`src/hdl/ssp_defines.svh`:
```
// Constants of the serial port: mode codes, rates, counts and reset values
`ifndef SSP_DEFINES_SVH
`define SSP_DEFINES_SVH

`define SSP_MODE_MASTER_DIV4 4'h0
`define SSP_MODE_MASTER_DIV16 4'h1
`define SSP_MODE_MASTER_DIV64 4'h2
`define SSP_MODE_MASTER_TIMER 4'h3
`define SSP_MODE_SLAVE_SEL 4'h4
`define SSP_MODE_SLAVE_NOSEL 4'h5

`define SSP_RATE_DIV4 2'h0
`define SSP_RATE_DIV16 2'h1
`define SSP_RATE_DIV64 2'h2
`define SSP_RATE_TIMER 2'h3

`define SSP_HALF_DIV4 6'h02
`define SSP_HALF_DIV16 6'h08
`define SSP_HALF_DIV64 6'h20

`define SSP_WORD_BITS 4'h8
`define SSP_LAST_SAMPLE 4'h7
`define SSP_FIRST_SHIFT_EDGE 5'h02
`define SSP_LAST_CLOCK_EDGE 5'h10

`define SSP_RESET_BYTE 8'h00

`endif

```
`src/hdl/ssp_pkg.sv`:
```
// Types shared by the serial port modules
package ssp_pkg;

  typedef enum logic {SSP_IDLE, SSP_RUN} ssp_state_e;

  typedef struct packed {
    logic port_enable;
    logic clock_idle_polarity;
    logic clock_edge_sel;
    logic sample_phase;
    logic [3:0] mode_field;
  } ssp_cfg_s;

  typedef struct packed {
    logic buffer_full_flag;
    logic write_collision_flag;
    logic overflow_flag;
    logic port_irq_flag;
  } ssp_flags_s;

  typedef struct packed {
    logic [1:0] stage1;
    logic [1:0] stage2;
  } ssp_sync_s;

  typedef struct packed {
    logic [5:0] count;
    logic tick;
  } ssp_rate_s;

  typedef struct packed {
    ssp_state_e state;
    logic [7:0] shift_reg;
    logic [7:0] rx_shift;
    logic [7:0] data_buffer;
    logic [4:0] half_cnt;
    logic [3:0] samples;
    logic sck_level;
    logic sck_prev;
    logic wake;
    ssp_flags_s flags;
  } ssp_core_s;

endpackage

```
`src/hdl/ssp_port.sv`:
```
// Serial port core: shift register, receive buffer, flags and pin control
//
// How it works
// - Eight bits go out and eight come in per transfer, one each clock.
// - Data leaves and enters most significant bit first.
// - A full word lands in the buffer and sets buffer-full and irq.
// - Next byte may shift in while the previous byte waits unread.
// - Buffer write during a transfer is dropped and sets write collision.
// - Reading the data buffer clears buffer-full.
// - Shift register has no direct access; only the data buffer reaches it.
// - Enable hands data, clock and select pins to the port.
// - Data-in is an input only; the port has no direction control for it.
// - Master write to the buffer starts a transfer at once.
// - A master cannot be receive-only; data-out stays driven and each byte needs a buffer write.
// - Master rate is clock/4, /16, /64 or half the timer rate.
// - Polarity bit sets the idle level of the serial clock.
// - Edge select set puts valid data out before the first edge.
// - Sample-phase bit samples at middle or end of data time.
// - Slave shifts on external clock and sets irq at last bit.
// - Slave keeps working in sleep; a received byte raises wake.
// - Slave modes may use a select input as fourth line.
// - Mode codes 0..2 master div, 3 timer, 4 slave+select, 5 slave.
// - Select high floats data-out after the two synchroniser stages and zeroes the bit count.
// - Slave byte into a full buffer sets overflow and is lost.
`timescale 1ns/1ps
`include "ssp_defines.svh"
module ssp_port (
  // Clock and reset
  input wire logic clock,
  input wire logic rst_b,
  // Configuration
  input wire ssp_pkg::ssp_cfg_s cfg,
  input wire logic timer_tick,
  // Data buffer access
  input wire logic wr_stb,
  input wire logic [7:0] wr_data,
  input wire logic rd_stb,
  output logic [7:0] rd_data,
  // Flag clears from software
  input wire logic write_collision_flag_clr,
  input wire logic ovf_clr,
  input wire logic irq_clr,
  // Status
  output ssp_pkg::ssp_flags_s flags,
  output logic busy,
  output logic wake,
  // Serial pins
  input wire logic sck_i,
  output logic sck_o,
  output logic sck_oe,
  input wire logic sdi,
  output logic sdo_o,
  output logic sdo_oe,
  input wire logic sel_b
);
  ssp_pkg::ssp_core_s s;
  ssp_pkg::ssp_core_s next_s;
  logic [1:0] pins_sync;
  logic half_tick;
  logic is_master;
  logic is_slave;
  logic sel_ctrl;
  logic sel_high;
  logic sck_now;
  logic run;
  logic edge_ev;
  logic [4:0] h;
  logic mid;
  logic smp_ev;
  logic shift_ev;
  logic done;
  logic last_smp;
  logic in_xfer;

  function automatic logic [7:0] shift_in(input logic [7:0] v,
                                          input logic b);
    shift_in = {v[6:0], b};
  endfunction

  // Pins come from another party, so they cross in before any edge logic
  ssp_sync u_sync (
    .clock(clock),
    .rst_b(rst_b),
    .async_in({sel_b, sck_i}),
    .sync_out(pins_sync)
  );

  ssp_rate_gen u_rate (
    .clock(clock),
    .rst_b(rst_b),
    .run(run),
    .rate_sel(cfg.mode_field[1:0]),
    .timer_tick(timer_tick),
    .half_tick(half_tick)
  );

  always_comb begin
    next_s = s;
    // Mode decode; other codes leave the port idle
    is_master = cfg.port_enable && (cfg.mode_field[3:2] == 2'b00);
    is_slave = cfg.port_enable &&
               (cfg.mode_field == `SSP_MODE_SLAVE_SEL ||
                cfg.mode_field == `SSP_MODE_SLAVE_NOSEL);
    sel_ctrl = cfg.mode_field == `SSP_MODE_SLAVE_SEL;
    sck_now = pins_sync[0];
    sel_high = pins_sync[1] && sel_ctrl;
    run = is_master && (s.state == ssp_pkg::SSP_RUN);
    in_xfer = (s.state == ssp_pkg::SSP_RUN) || (s.half_cnt != 5'h00);
    next_s.sck_prev = sck_now;
    next_s.wake = 1'b0;
    // Master steps on its own ticks, slave on external clock edges
    edge_ev = run ? half_tick
                  : (is_slave && !sel_high &&
                     (sck_now != s.sck_prev));
    h = s.half_cnt + 5'h01;
    // Odd edges leave idle; edge select decides which parity is mid-bit
    mid = cfg.clock_edge_sel ? h[0] : !h[0];
    smp_ev = cfg.sample_phase
             ? (!mid && h >= `SSP_FIRST_SHIFT_EDGE)
             : mid;
    shift_ev = !mid && h >= `SSP_FIRST_SHIFT_EDGE &&
               h < `SSP_LAST_CLOCK_EDGE;
    last_smp = edge_ev && smp_ev && (s.samples == `SSP_LAST_SAMPLE);
    // A master may only stop once its clock has made every edge
    done = is_master
           ? (edge_ev && h >= `SSP_LAST_CLOCK_EDGE &&
              (s.samples == `SSP_WORD_BITS || last_smp))
           : last_smp;

    // Clears first so a same-cycle set wins
    if (rd_stb) begin
      next_s.flags.buffer_full_flag = 1'b0;
    end
    if (write_collision_flag_clr) begin
      next_s.flags.write_collision_flag = 1'b0;
    end
    if (ovf_clr) begin
      next_s.flags.overflow_flag = 1'b0;
    end
    if (irq_clr) begin
      next_s.flags.port_irq_flag = 1'b0;
    end

    if (!is_master && !is_slave) begin
      // Disabled: transfer is dropped and counters forced to zero
      next_s.state = ssp_pkg::SSP_IDLE;
      next_s.half_cnt = 5'h00;
      next_s.samples = 4'h0;
      next_s.sck_level = 1'b0;
    end else if (sel_high) begin
      next_s.half_cnt = 5'h00;
      next_s.samples = 4'h0;
    end else if (edge_ev) begin
      next_s.half_cnt = h;
      if (is_master && h <= `SSP_LAST_CLOCK_EDGE) begin
        next_s.sck_level = !s.sck_level;
      end
      if (shift_ev) begin
        next_s.shift_reg = {s.shift_reg[6:0], 1'b0};
      end
      if (smp_ev) begin
        // Input shifts only on these edges, when data-out is driven as well
        next_s.rx_shift = shift_in(s.rx_shift, sdi);
        next_s.samples = s.samples + 4'h1;
      end
      if (done) begin
        next_s.state = ssp_pkg::SSP_IDLE;
        next_s.half_cnt = 5'h00;
        next_s.samples = 4'h0;
        next_s.sck_level = 1'b0;
        next_s.flags.port_irq_flag = 1'b1;
        next_s.wake = is_slave;
        if (is_slave && s.flags.buffer_full_flag) begin
          next_s.flags.overflow_flag = 1'b1;
        end else begin
          // Buffer is separate, so the next byte can start at once
          next_s.data_buffer = last_smp ? shift_in(s.rx_shift, sdi)
                                        : s.rx_shift;
          next_s.flags.buffer_full_flag = 1'b1;
        end
      end
    end

    // Software only ever reaches the shift register through this write
    if (wr_stb && (is_master || is_slave)) begin
      if (in_xfer) begin
        next_s.flags.write_collision_flag = 1'b1;
      end else begin
        next_s.shift_reg = wr_data;
        if (is_master) begin
          next_s.state = ssp_pkg::SSP_RUN;
          next_s.half_cnt = 5'h00;
          next_s.samples = 4'h0;
        end
      end
    end
  end

  always_ff @(posedge clock or negedge rst_b) begin
    if (!rst_b) begin
      s <= '0;
    end else begin
      s <= next_s;
    end
  end

  assign rd_data = s.data_buffer;
  assign flags = s.flags;
  assign busy = s.state == ssp_pkg::SSP_RUN || s.half_cnt != 5'h00;
  assign wake = s.wake;
  // Clock idles at the polarity level; pins handed over only when enabled
  assign sck_o = cfg.clock_idle_polarity ^ s.sck_level;
  assign sck_oe = is_master;
  assign sdo_o = s.shift_reg[7];
  // Data-in has no driver here, so it needs no direction control
  assign sdo_oe = is_master || (is_slave && !sel_high);
endmodule

```
`src/hdl/ssp_sync.sv`:
```
// Two-stage synchroniser for the serial clock and select inputs
`timescale 1ns/1ps
module ssp_sync (
  // Clock and reset
  input wire logic clock,
  input wire logic rst_b,
  // Asynchronous levels and their synchronised copies
  input wire logic [1:0] async_in,
  output logic [1:0] sync_out
);
  ssp_pkg::ssp_sync_s s;
  ssp_pkg::ssp_sync_s next_s;

  // First stage feeds only the second stage
  always_comb begin
    next_s = s;
    next_s.stage1 = async_in;
    next_s.stage2 = s.stage1;
  end

  always_ff @(posedge clock or negedge rst_b) begin
    if (!rst_b) begin
      s <= '0;
    end else begin
      s <= next_s;
    end
  end

  assign sync_out = s.stage2;
endmodule

```
`src/hdl/ssp_rate_gen.sv`:
```
// Master bit-rate generator: one pulse per half serial clock period
`timescale 1ns/1ps
`include "ssp_defines.svh"
module ssp_rate_gen (
  // Clock and reset
  input wire logic clock,
  input wire logic rst_b,
  // Control
  input wire logic run,
  input wire logic [1:0] rate_sel,
  input wire logic timer_tick,
  // Half-period pulse
  output logic half_tick
);
  ssp_pkg::ssp_rate_s s;
  ssp_pkg::ssp_rate_s next_s;

  function automatic logic [5:0] half_len(input logic [1:0] sel);
    case (sel)
      `SSP_RATE_DIV4: half_len = `SSP_HALF_DIV4;
      `SSP_RATE_DIV16: half_len = `SSP_HALF_DIV16;
      default: half_len = `SSP_HALF_DIV64;
    endcase
  endfunction

  always_comb begin
    next_s = s;
    next_s.tick = 1'b0;
    if (!run) begin
      next_s.count = 6'h00;
    end else if (rate_sel == `SSP_RATE_TIMER) begin
      // Each timer pulse is half a bit, so the bit rate is timer rate / 2
      next_s.tick = timer_tick;
    end else if (s.count == half_len(rate_sel) - 6'h01) begin
      next_s.count = 6'h00;
      next_s.tick = 1'b1;
    end else begin
      next_s.count = s.count + 6'h01;
    end
  end

  always_ff @(posedge clock or negedge rst_b) begin
    if (!rst_b) begin
      s <= '0;
    end else begin
      s <= next_s;
    end
  end

  assign half_tick = s.tick;
endmodule

```
`config.mk`:
```
export PLATFORM = sky130hd
export DESIGN_NAME = ssp_port
export DESIGN_NICKNAME = d
export VERILOG_FILES = /design/src/hdl/ssp_pkg.sv /design/src/hdl/ssp_port.sv /design/src/hdl/ssp_sync.sv /design/src/hdl/ssp_rate_gen.sv
export VERILOG_INCLUDE_DIRS = /design/src /design/src/hdl
export SDC_FILE = /design/constraint.sdc
export NUM_CORES = 1
export LEC_CHECK = 0
export BUFFER_PORTS_ARGS = -buffer_cell sky130_fd_sc_hd__clkbuf_2
export CAP_MARGIN = 15
export CORE_ASPECT_RATIO = 1.4
export CORE_MARGIN = 5
export CORE_UTILIZATION = 50
export DETAILED_ROUTE_END_ITERATION = 10
export PLACE_DENSITY = 0.75
export SYNTH_ARGS = -nofsm -noshare
export SYNTH_HDL_FRONTEND = slang
export SYNTH_SLANG_ARGS = --single-unit
export TNS_END_PERCENT = 50
```
`constraint.sdc`:
```
create_clock -name clock -period 2.3 [get_ports clock]
set_input_delay 0.345 -clock clock [delete_from_list [all_inputs] [get_ports clock]]
set_output_delay 0.345 -clock clock [all_outputs]
set_load 0.01 [all_outputs]
```
# Yosys cells after proc, flatten, opt, wreduce, memory -nomap -nowiden
# Index checks and enable logic that the tools add are counted.
# op_classes
addsub	4
n_lt_le_gt_ge	4
n_eq_ne	10
mux	50
bitwise_logic	4
reduce_logical	35
# op_table
operator	n
2-to-1 mux 9 bit	6
2-to-1 mux 35 bit	1
2-to-1 mux 8 bit	4
2-to-1 mux 6 bit	5
2-to-1 mux 25 bit	1
2-to-1 mux 24 bit	1
2-to-1 mux 1 bit	20
2-to-1 mux 18 bit	1
logical AND 1 bit	16
2-to-1 mux 2 bit	8
== test 4 x 3 -> 1 bit (second input constant)	3
case mux 6 bit (2 select lines)	1
2-to-1 mux 10 bit	1
adder 6 x 1 -> 6 bit (second input constant)	1
== test 6 bit	1
zero test 1 bit	6
subtractor 6 x 1 -> 6 bit (second input constant)	1
adder 5 x 1 -> 5 bit (second input constant)	1
>= comparator 5 x 2 -> 1 bit (second input constant)	1
>= comparator 5 bit (second input constant)	1
less-or-equal comparator 5 bit (second input constant)	1
logical OR 1 bit	5
< comparator 5 bit (second input constant)	1
AND reduction 5 bit	1
other kinds (16)	19
# word_totals
regBits	52
inputBits	27
out_inout_bits	18
word_cells	124

# Depth between registers and ports, before layout
# Gate-level depths: netlist of the first run.
# depth
word_depth	18
mapped_depth	9
mapped_depth_nobuf	8

# Cells and area by module
# From an unflattened synthesis of the first run, not the netlist that was laid out.
# hier_totals
hier_cells	263
hier_area_um2	2849.0
# by_module_without_submodules
module	n_inst	cells_each	area_each_um2	seq_area_each_um2
ssp_port	1	210	2285.9	1026.0
ssp_rate_gen	1	49	462.9	175.2
ssp_sync	1	4	100.1	100.1

# Worst setup path before layout of the first run
# OpenSTA, ideal clock, no wires.
# synth_timing
path_kind	register to register
from	register s[11] in the netlist's numbering
to	register s, in the netlist rd_data[0]
setup_time_ns	0.123
t_arrival_ns	2.203
t_required_ns	2.177
setup_slack_ns	-0.026
stages_incl_launch_ff	9
n_path_buf	1
period_less_slack_ns	2.326
cell_sequence	dfrtp_1 > ha_1 > nand3_1 > xor2_1 > o21ai_0 > nand3_1 > or4_4 > buf_6 > o221a_1
# synth_via
elab_chain_len	12
word_cells_on_any_way	16
classes_between	1 x add/sub; 2 x order compare; 4 x mux; 9 x reduce/logical
# synth_lines
item	line	rtl
from (decl)	ssp_port.sv:56	ssp_pkg::ssp_core_s s;
from (signal assigned)	ssp_port.sv:203	s <= next_s;
adder 5 x 1 -> 5 bit *	ssp_port.sv:115	h = s.half_cnt + 5'h01;
parallel branches: the longest is 11 deep, another holds >= comparator 5 x 2 -> 1 bit	-	
# Mark *: on every way between the ends.
# A chain may end at the register's enable or synchronous reset.

==> flow_summary.yaml, run 1 <==
final_layout:
  synthToLayoutAreaGrowth_pct: 21.2
  fill_cells: 489
  final_area_um2: 3350
  final_util_pct: 61.6
  final_nets: 358
  n_antenna_cell: 0
  drive_gt1_share_pct: 36.6
detailed_routing:
  drc: 0
  drt_wl_total_um: 5790
  avgRoutedWirePerCell_um: 14.7
  dr.pass1.iters: 4
  ant_nets: 0
  vias_per_cell: 5.31
  drt_iter0_markers: 71
  num_vias: 2087
grt:
  grt_pass1_vias: 2218
  grt_overflow: 0
  grt_max_degree: 30
  grt_pass1_wl_um: 9890
  track_usage_pct: 17.4
  grt_antenna_before_repair: 0
floorplanning:
  coreArea_um2: 5450
  start_util_pct: 50.8
  die_area_um2: 7140
  std_cell_rows: 32
  die_h_um: 98.0
  die_w_um: 72.9
  ios: 45
synth:
  ys_types: 52
  synth_edf_count: 0
  syn-instance-count: 260
  ys_seq_area_share_pct: 47.0
  ys_ff_latch: 52
  synth_nets: 294
  yosys.area.top_type_share_pct: 47.0
  async_flop_share_pct: 100
  synth_area_um2: 2770
  syn_area_per_cell_um2: 10.6
  synth_top_flop_cell: "dfrtp_1"
  yosys-top-cells-area: "dfrtp_1, xnor2_1, mux2i_1"
  synth_warnings: 0
  yosys.area.top_type: "dfrtp_1"
clock_tree:
  path_clk_slew_ps: 100
  cts_tree: "built"
  cts_buffers: 5
  root_buffer: "clkbuf_8"
  cts.sinks: 52
  clock_path_buffers: 2
  htreeDepth: 2
  hold_buffers: 0
  clk-insertion-delay-late_ps: 310
min_path:
  holdCritPathClass: "primary input to async pin"
sta:
  drv_slew: 0
  max-slew-margin-rel_pct: 58.5
  finalClockSkew_ps: 7.19
  fmax_mhz: 440
  rsz0062_at_grt: "true"
  tightest_slew_ps: 622
  setup_viol: 0
  min_period_ps: 2270
  setup_tns_ps: 0
  fin_crit_sh_pct: 98.7
  final_hold_viol_count: 0
place:
  io_buffers: 44
  gp_congestion: 0.801
  dp_hpwl_um: 4410
  placement.cell_area_um2: 3180
worst_setup_path:
  crit_arrival_ps: 2510
  worst-endpoint-required_ps: 2530
  cp-end-kind: "register"
  rr_startpoint: "s[11]"
  start_kind: "register"
  worstSetupPathType: "register to register"
  critPathMaxFanout: 8
  critPathLaunch: "s[11]"
run_status:
  status: "finished, final reports clean"
run:
  drv_cap: 0
power:
  ir_drop_v: 0.000353
  p_per_area_nw_per_um2: 503
  p_leak_nw: 1.54
-- registers in the layout, indices dropped and copies added (netlist names) --
register,cells
rd_data,8
u_rate.half_tick,1
flags,4
u_sync.sync_out,2
wake,1
u_sync.next_s,2
sdo_o,1
s,27
u_rate.s,6
-- cell usage in the layout, fill, tap and decap left out, types with 4 or more instances in the layout --
cell and count:
nand2_1 21, ha_1 6, o221a_1 8, xor2_1 6, mux2i_1 9, o21ai_0 13
or2_2 10, xnor2_1 11, nand3_1 8, dfrtp_1 50, buf_4 28, clkbuf_8 6
nor2b_1 4, nor2_1 17, clkbuf_2 44, inv_1 12, mux2_2 8
-- worst max-delay path, stage by stage, from the launching register on --
cell,delay [ps]
dfrtp_2,460
buf_4,150
and3b_2,210
o32a_1,360
buf_4,150
nor4b_1,330
a2111o_1,210
nand2_2,150
nor2_1,170
-- cell type report --
class / instances / area, um^2 / area share [%]
Multi-Input combinational cell: 179 / 1350 / 40.4
Clock inverter: 2 / 13.8 / 0.410
Clock buffer: 6 / 82.6 / 2.46
Inverter: 12 / 45.0 / 1.34
Tap cell: 68 / 85.1 / 2.54
Timing Repair Buffer: 74 / 470 / 14.0
Sequential cell: 52 / 1300 / 38.9
-- power by group --
group | internal (mW) | switching, mW
combinational | 0.0778 | 0.0895
sequential | 0.948 | 0.0191
clock | 0.247 | 0.308
-- per-layer routing --
metal  up-vias  track usage, %  wire [um]
li1       1035               -          -
met1      1005            21.0       2470
met2        43            29.8       2990
met3         4            4.33        278
met4         0            5.82         52
met5         -               0          0
-- metrics by stage --
step           hold slack [ps]  std cells  setup slack (ps)  total power [mW]
6_report                  32.8        393              29.4              1.69
5_1_grt                   63.8        393             -96.2              1.79
4_1_cts                   49.8        391             -5.95              1.71
3_5_place_dp               348        383              -100              1.15
3_3_place_gp               334        383           -0.0731              1.14
2_1_floorplan             49.4        260              24.8              1.05
-- Yosys cell counts, types with 4 or more instances --
master	number
inv_1	12
buf_4	12
dfrtp_1	52
o21ai_0	15
xor2_1	7
o221a_1	8
mux2_2	8
xnor2_1	11
nand3_1	9
nor2_1	17
nand2_1	22
mux2i_1	9
nor2b_1	4
or2_2	10
ha_1	7
-- cells by family after synthesis --
kind of cell	Yosys count	share of synthesized area, %
AOI/OAI and AO/OA	44	11.8
and+or+nand+nor	92	19.1
muxes	17	6.51
adders and majority gates	7	3.16
xor gates and xnor gates	19	6.56
DFF	52	47.0
buffers and inverters	29	5.88
-- path summary, 6_finish.rpt --
| path | endpoint | slack (ps) | cells after the start |
|---|---|---|---|
| min reg2reg | u_sync.sync_out[1] | 360 | 0 |
| max in group asynchronous | s[12] | 1690 | 2 |
| min | u_rate.s[4] | 30 | 1 |
| max | s[10] | 30 | 8 |
| max reg2reg | s[10] | 30 | 8 |
| min in group clock | u_sync.next_s[0] | 140 | 1 |
-- repair_timing --
action | in CTS | in global routing
buffers inserted | 0 | 2
setup endpoints to repair | 17 | 26
gates resized for setup | 3 | 9
pin swaps | 0 | 2
No activity file was read; power rests on OpenSTA's default activity.
==> inputs of run 2 (changes only) <==
- ABC_AREA: default -> 1
==> run 2 against run 1 <==
Compared with the run above: the run now ends with hold timing left; die area up 3.1%; setup slack improved by 190 ps; critical path depth grew 5; combinational power hardly changed; sequential power increased by 1%; register-to-register slack better by 190 ps; wire length is 0.93% higher; synthesized cell count is 38% higher; cell count increased by 20%; sequential share of layout area up 1.6 points; sequential cell count is the same; via count rose by 16%; critical path type unchanged.
==> flow_summary.yaml, run 2 <==
synth:
  syn-instance-count: 358
  yosys.area.top_type_share_pct: 45.4
  yosysMostFrequentCell: "nand2_1"
  ys_ff_latch: 52
  synth_warnings: 0
  yosys-top-cells-area: "dfrtp_1, nand2_1, inv_1"
  synth_nets: 392
  ys_types: 32
  synth_top_flop_cell: "dfrtp_1"
  synth_common_cells: "nand2_1, dfrtp_1, inv_1"
  async_flop_share_pct: 100
  synth_area_um2: 2870
  syn_area_per_cell_um2: 8.01
  yosys.area.top_type: "dfrtp_1"
  synth_edf_count: 0
  ys_seq_area_share_pct: 45.4
worst_setup_path:
  worst-endpoint-required_ps: 2540
  r2r_slack_ps: 220
  r2r_end: "s[11]"
  rr_startpoint: "s[11]"
  critPathMaxFanout: 11
  critPathLaunch: "s[11]"
  r2r_cells: 13
  start_kind: "register"
  cp-end-kind: "register"
  worstSetupPathType: "register to register"
  crit_arrival_ps: 2320
detailed_routing:
  vias_per_cell: 5.16
  ant_nets: 0
  topRoutingLayerUsed: "met4"
  dr.pass1.iters: 4
  drt_wl_total_um: 5850
  num_vias: 2423
  drc: 0
  wl_met1_um: 2590
  routed-wl-met2_um: 2770
  drt_iter0_markers: 109
  avgRoutedWirePerCell_um: 12.4
  wl_met3_um: 400
floorplanning:
  die_w_um: 74.0
  coreArea_um2: 5530
  ios: 45
  std_cell_rows: 32
  die_h_um: 99.6
  start_util_pct: 51.9
  die_area_um2: 7370
final_layout:
  ff_latch_area_um2: 1300
  drive_gt1_share_pct: 21.1
  fill_cells: 508
  most-common-layout-cells: "nand2_1, dfrtp_1, clkbuf_2"
  largest_reg_flops: 27
  synthToLayoutAreaGrowth_pct: 12.4
  n_antenna_cell: 0
  fin_cells: 470
  regMostFlops: "s"
  final_nets: 435
  multiInputGateArea_um2: 1290
  final_common_cell: "nand2_1"
sta:
  finalClockSkew_ps: 4.66
  setup_tns_ps: 0
  min_period_ps: 2080
  fin_crit_sh_pct: 90.5
  final_hold_viol_count: 10
  rsz0062_at_grt: "false"
  tightest_slew_ps: 522
  fmax_mhz: 480
  drv_slew: 0
  holdWs_ps: -2.45
  max-slew-margin-rel_pct: 65.2
  setup_viol: 0
grt:
  grt_max_degree: 23
  grt_pass1_wl_um: 9970
  track_usage_pct: 16.8
  grt_antenna_before_repair: 0
  grt_overflow: 0
  grt_pass1_vias: 2268
power:
  p_per_area_nw_per_um2: 548
  ir_drop_v: 0.000323
  p_leak_nw: 1.67
clock_tree:
  htreeDepth: 2
  clock_path_buffers: 2
  hold_buffers: 0
  clk-insertion-delay-late_ps: 310
  cts_buffers: 5
  root_buffer: "clkbuf_8"
  cts_tree: "built"
  path_clk_slew_ps: 90
  cts.sinks: 52
place:
  io_buffers: 44
  dp_hpwl_um: 4590
  place_inst: 460
  gp_congestion: 0.876
run_status:
  status: "finished, violations left"
  failed_checks: "hold timing"
run:
  drv_cap: 0
min_path:
  holdCritPathClass: "primary input to async pin"
run 2: cell types whose count changed in the layout (fill, tap and decap cells not counted), moves of 5 or more:
cell and change:
nand4_1 +15, buf_4 -19, or2_2 -9, o221a_1 -8
nand2_1 +89, inv_1 +21, o21ai_0 +6, nand3_1 +12
nor2_1 +10, xnor2_1 -10, nor4_1 +5, mux2i_1 -9
mux2_2 -8, inv_2 +7
run 2: area by class of cell:
class / count / area share [%]
flip-flops and latches: 52 / 40.4
repair buffers: 53 / 8.93
well taps: 68 / 2.64
multi-input cells: 249 / 40.0
clock inverters: 2 / 1.09
clock buffers: 6 / 2.25
inverters: 40 / 4.66
run 2: worst max path at each step:
stage / end / depth (start not counted)
after floorplan: s[8] / 13
after global placement: s[10] / 13
after detailed placement: s[11] / 13
after CTS: s[11] / 13
after global routing: s[11] / 13
final: s[11] / 13
run 2: routing by layer:
layer | GRT usage, % | vias to the layer above
met2 | 27.7 | 74
met5 | 0 | -
met3 | 3.94 | 8
li1 | - | 1228
met4 | 5.16 | 0
met1 | 21.6 | 1113
run 2: critical path, cell delays in order (launching register included):
cell	delay, ps
dfrtp_2	450
inv_1	120
ha_1	240
inv_1	70
nand3_1	100
nor2_1	90
nand3_1	120
nand2_4	110
nand2_4	90
nand3_4	140
nand2_1	120
nand2_2	110
nand2_2	130
nor2_1	130
run 2: logic make-up (layout without fill, tap and decap cells):
family / after synthesis / after routing / synth area share, %
simple gates: 199 / 199 / 32.2
buf+inv: 57 / 101 / 9.65
flops: 52 / 52 / 45.4
compound gates: 35 / 35 / 7.25
xor+xnor: 8 / 8 / 2.44
fa+ha+maj: 7 / 7 / 3.06
run 2: timing repair:
item / CTS / global route
setup buffers: 0 / 2
gates resized for setup: 0 / 1
setup endpoints to repair: 0 / 17
run 2: report_power, final:
group	internal (mW)	total (mW)	switching (mW)
clock network	0.323	0.622	0.299
logic	0.0634	0.164	0.100
registers	0.955	0.980	0.0250
total	1.34	1.77	0.424
run 2: through the flow:
stage / setup WS, ps / hold WS [ps] / cell area (um^2) / power [mW] / utilization, %
floorplan: 338 / 49.4 / 2870 / 1.08 / -
global placement: 230 / 332 / 3100 / 1.16 / 56.1
detailed placement: 107 / 336 / 3100 / 1.16 / 56.1
CTS: 82.9 / 4.93 / 3210 / 1.79 / 58.0
global route: 7.40 / 26.7 / 3220 / 1.85 / 58.3
finish: 217 / -2.45 / 3220 / 1.77 / 58.3
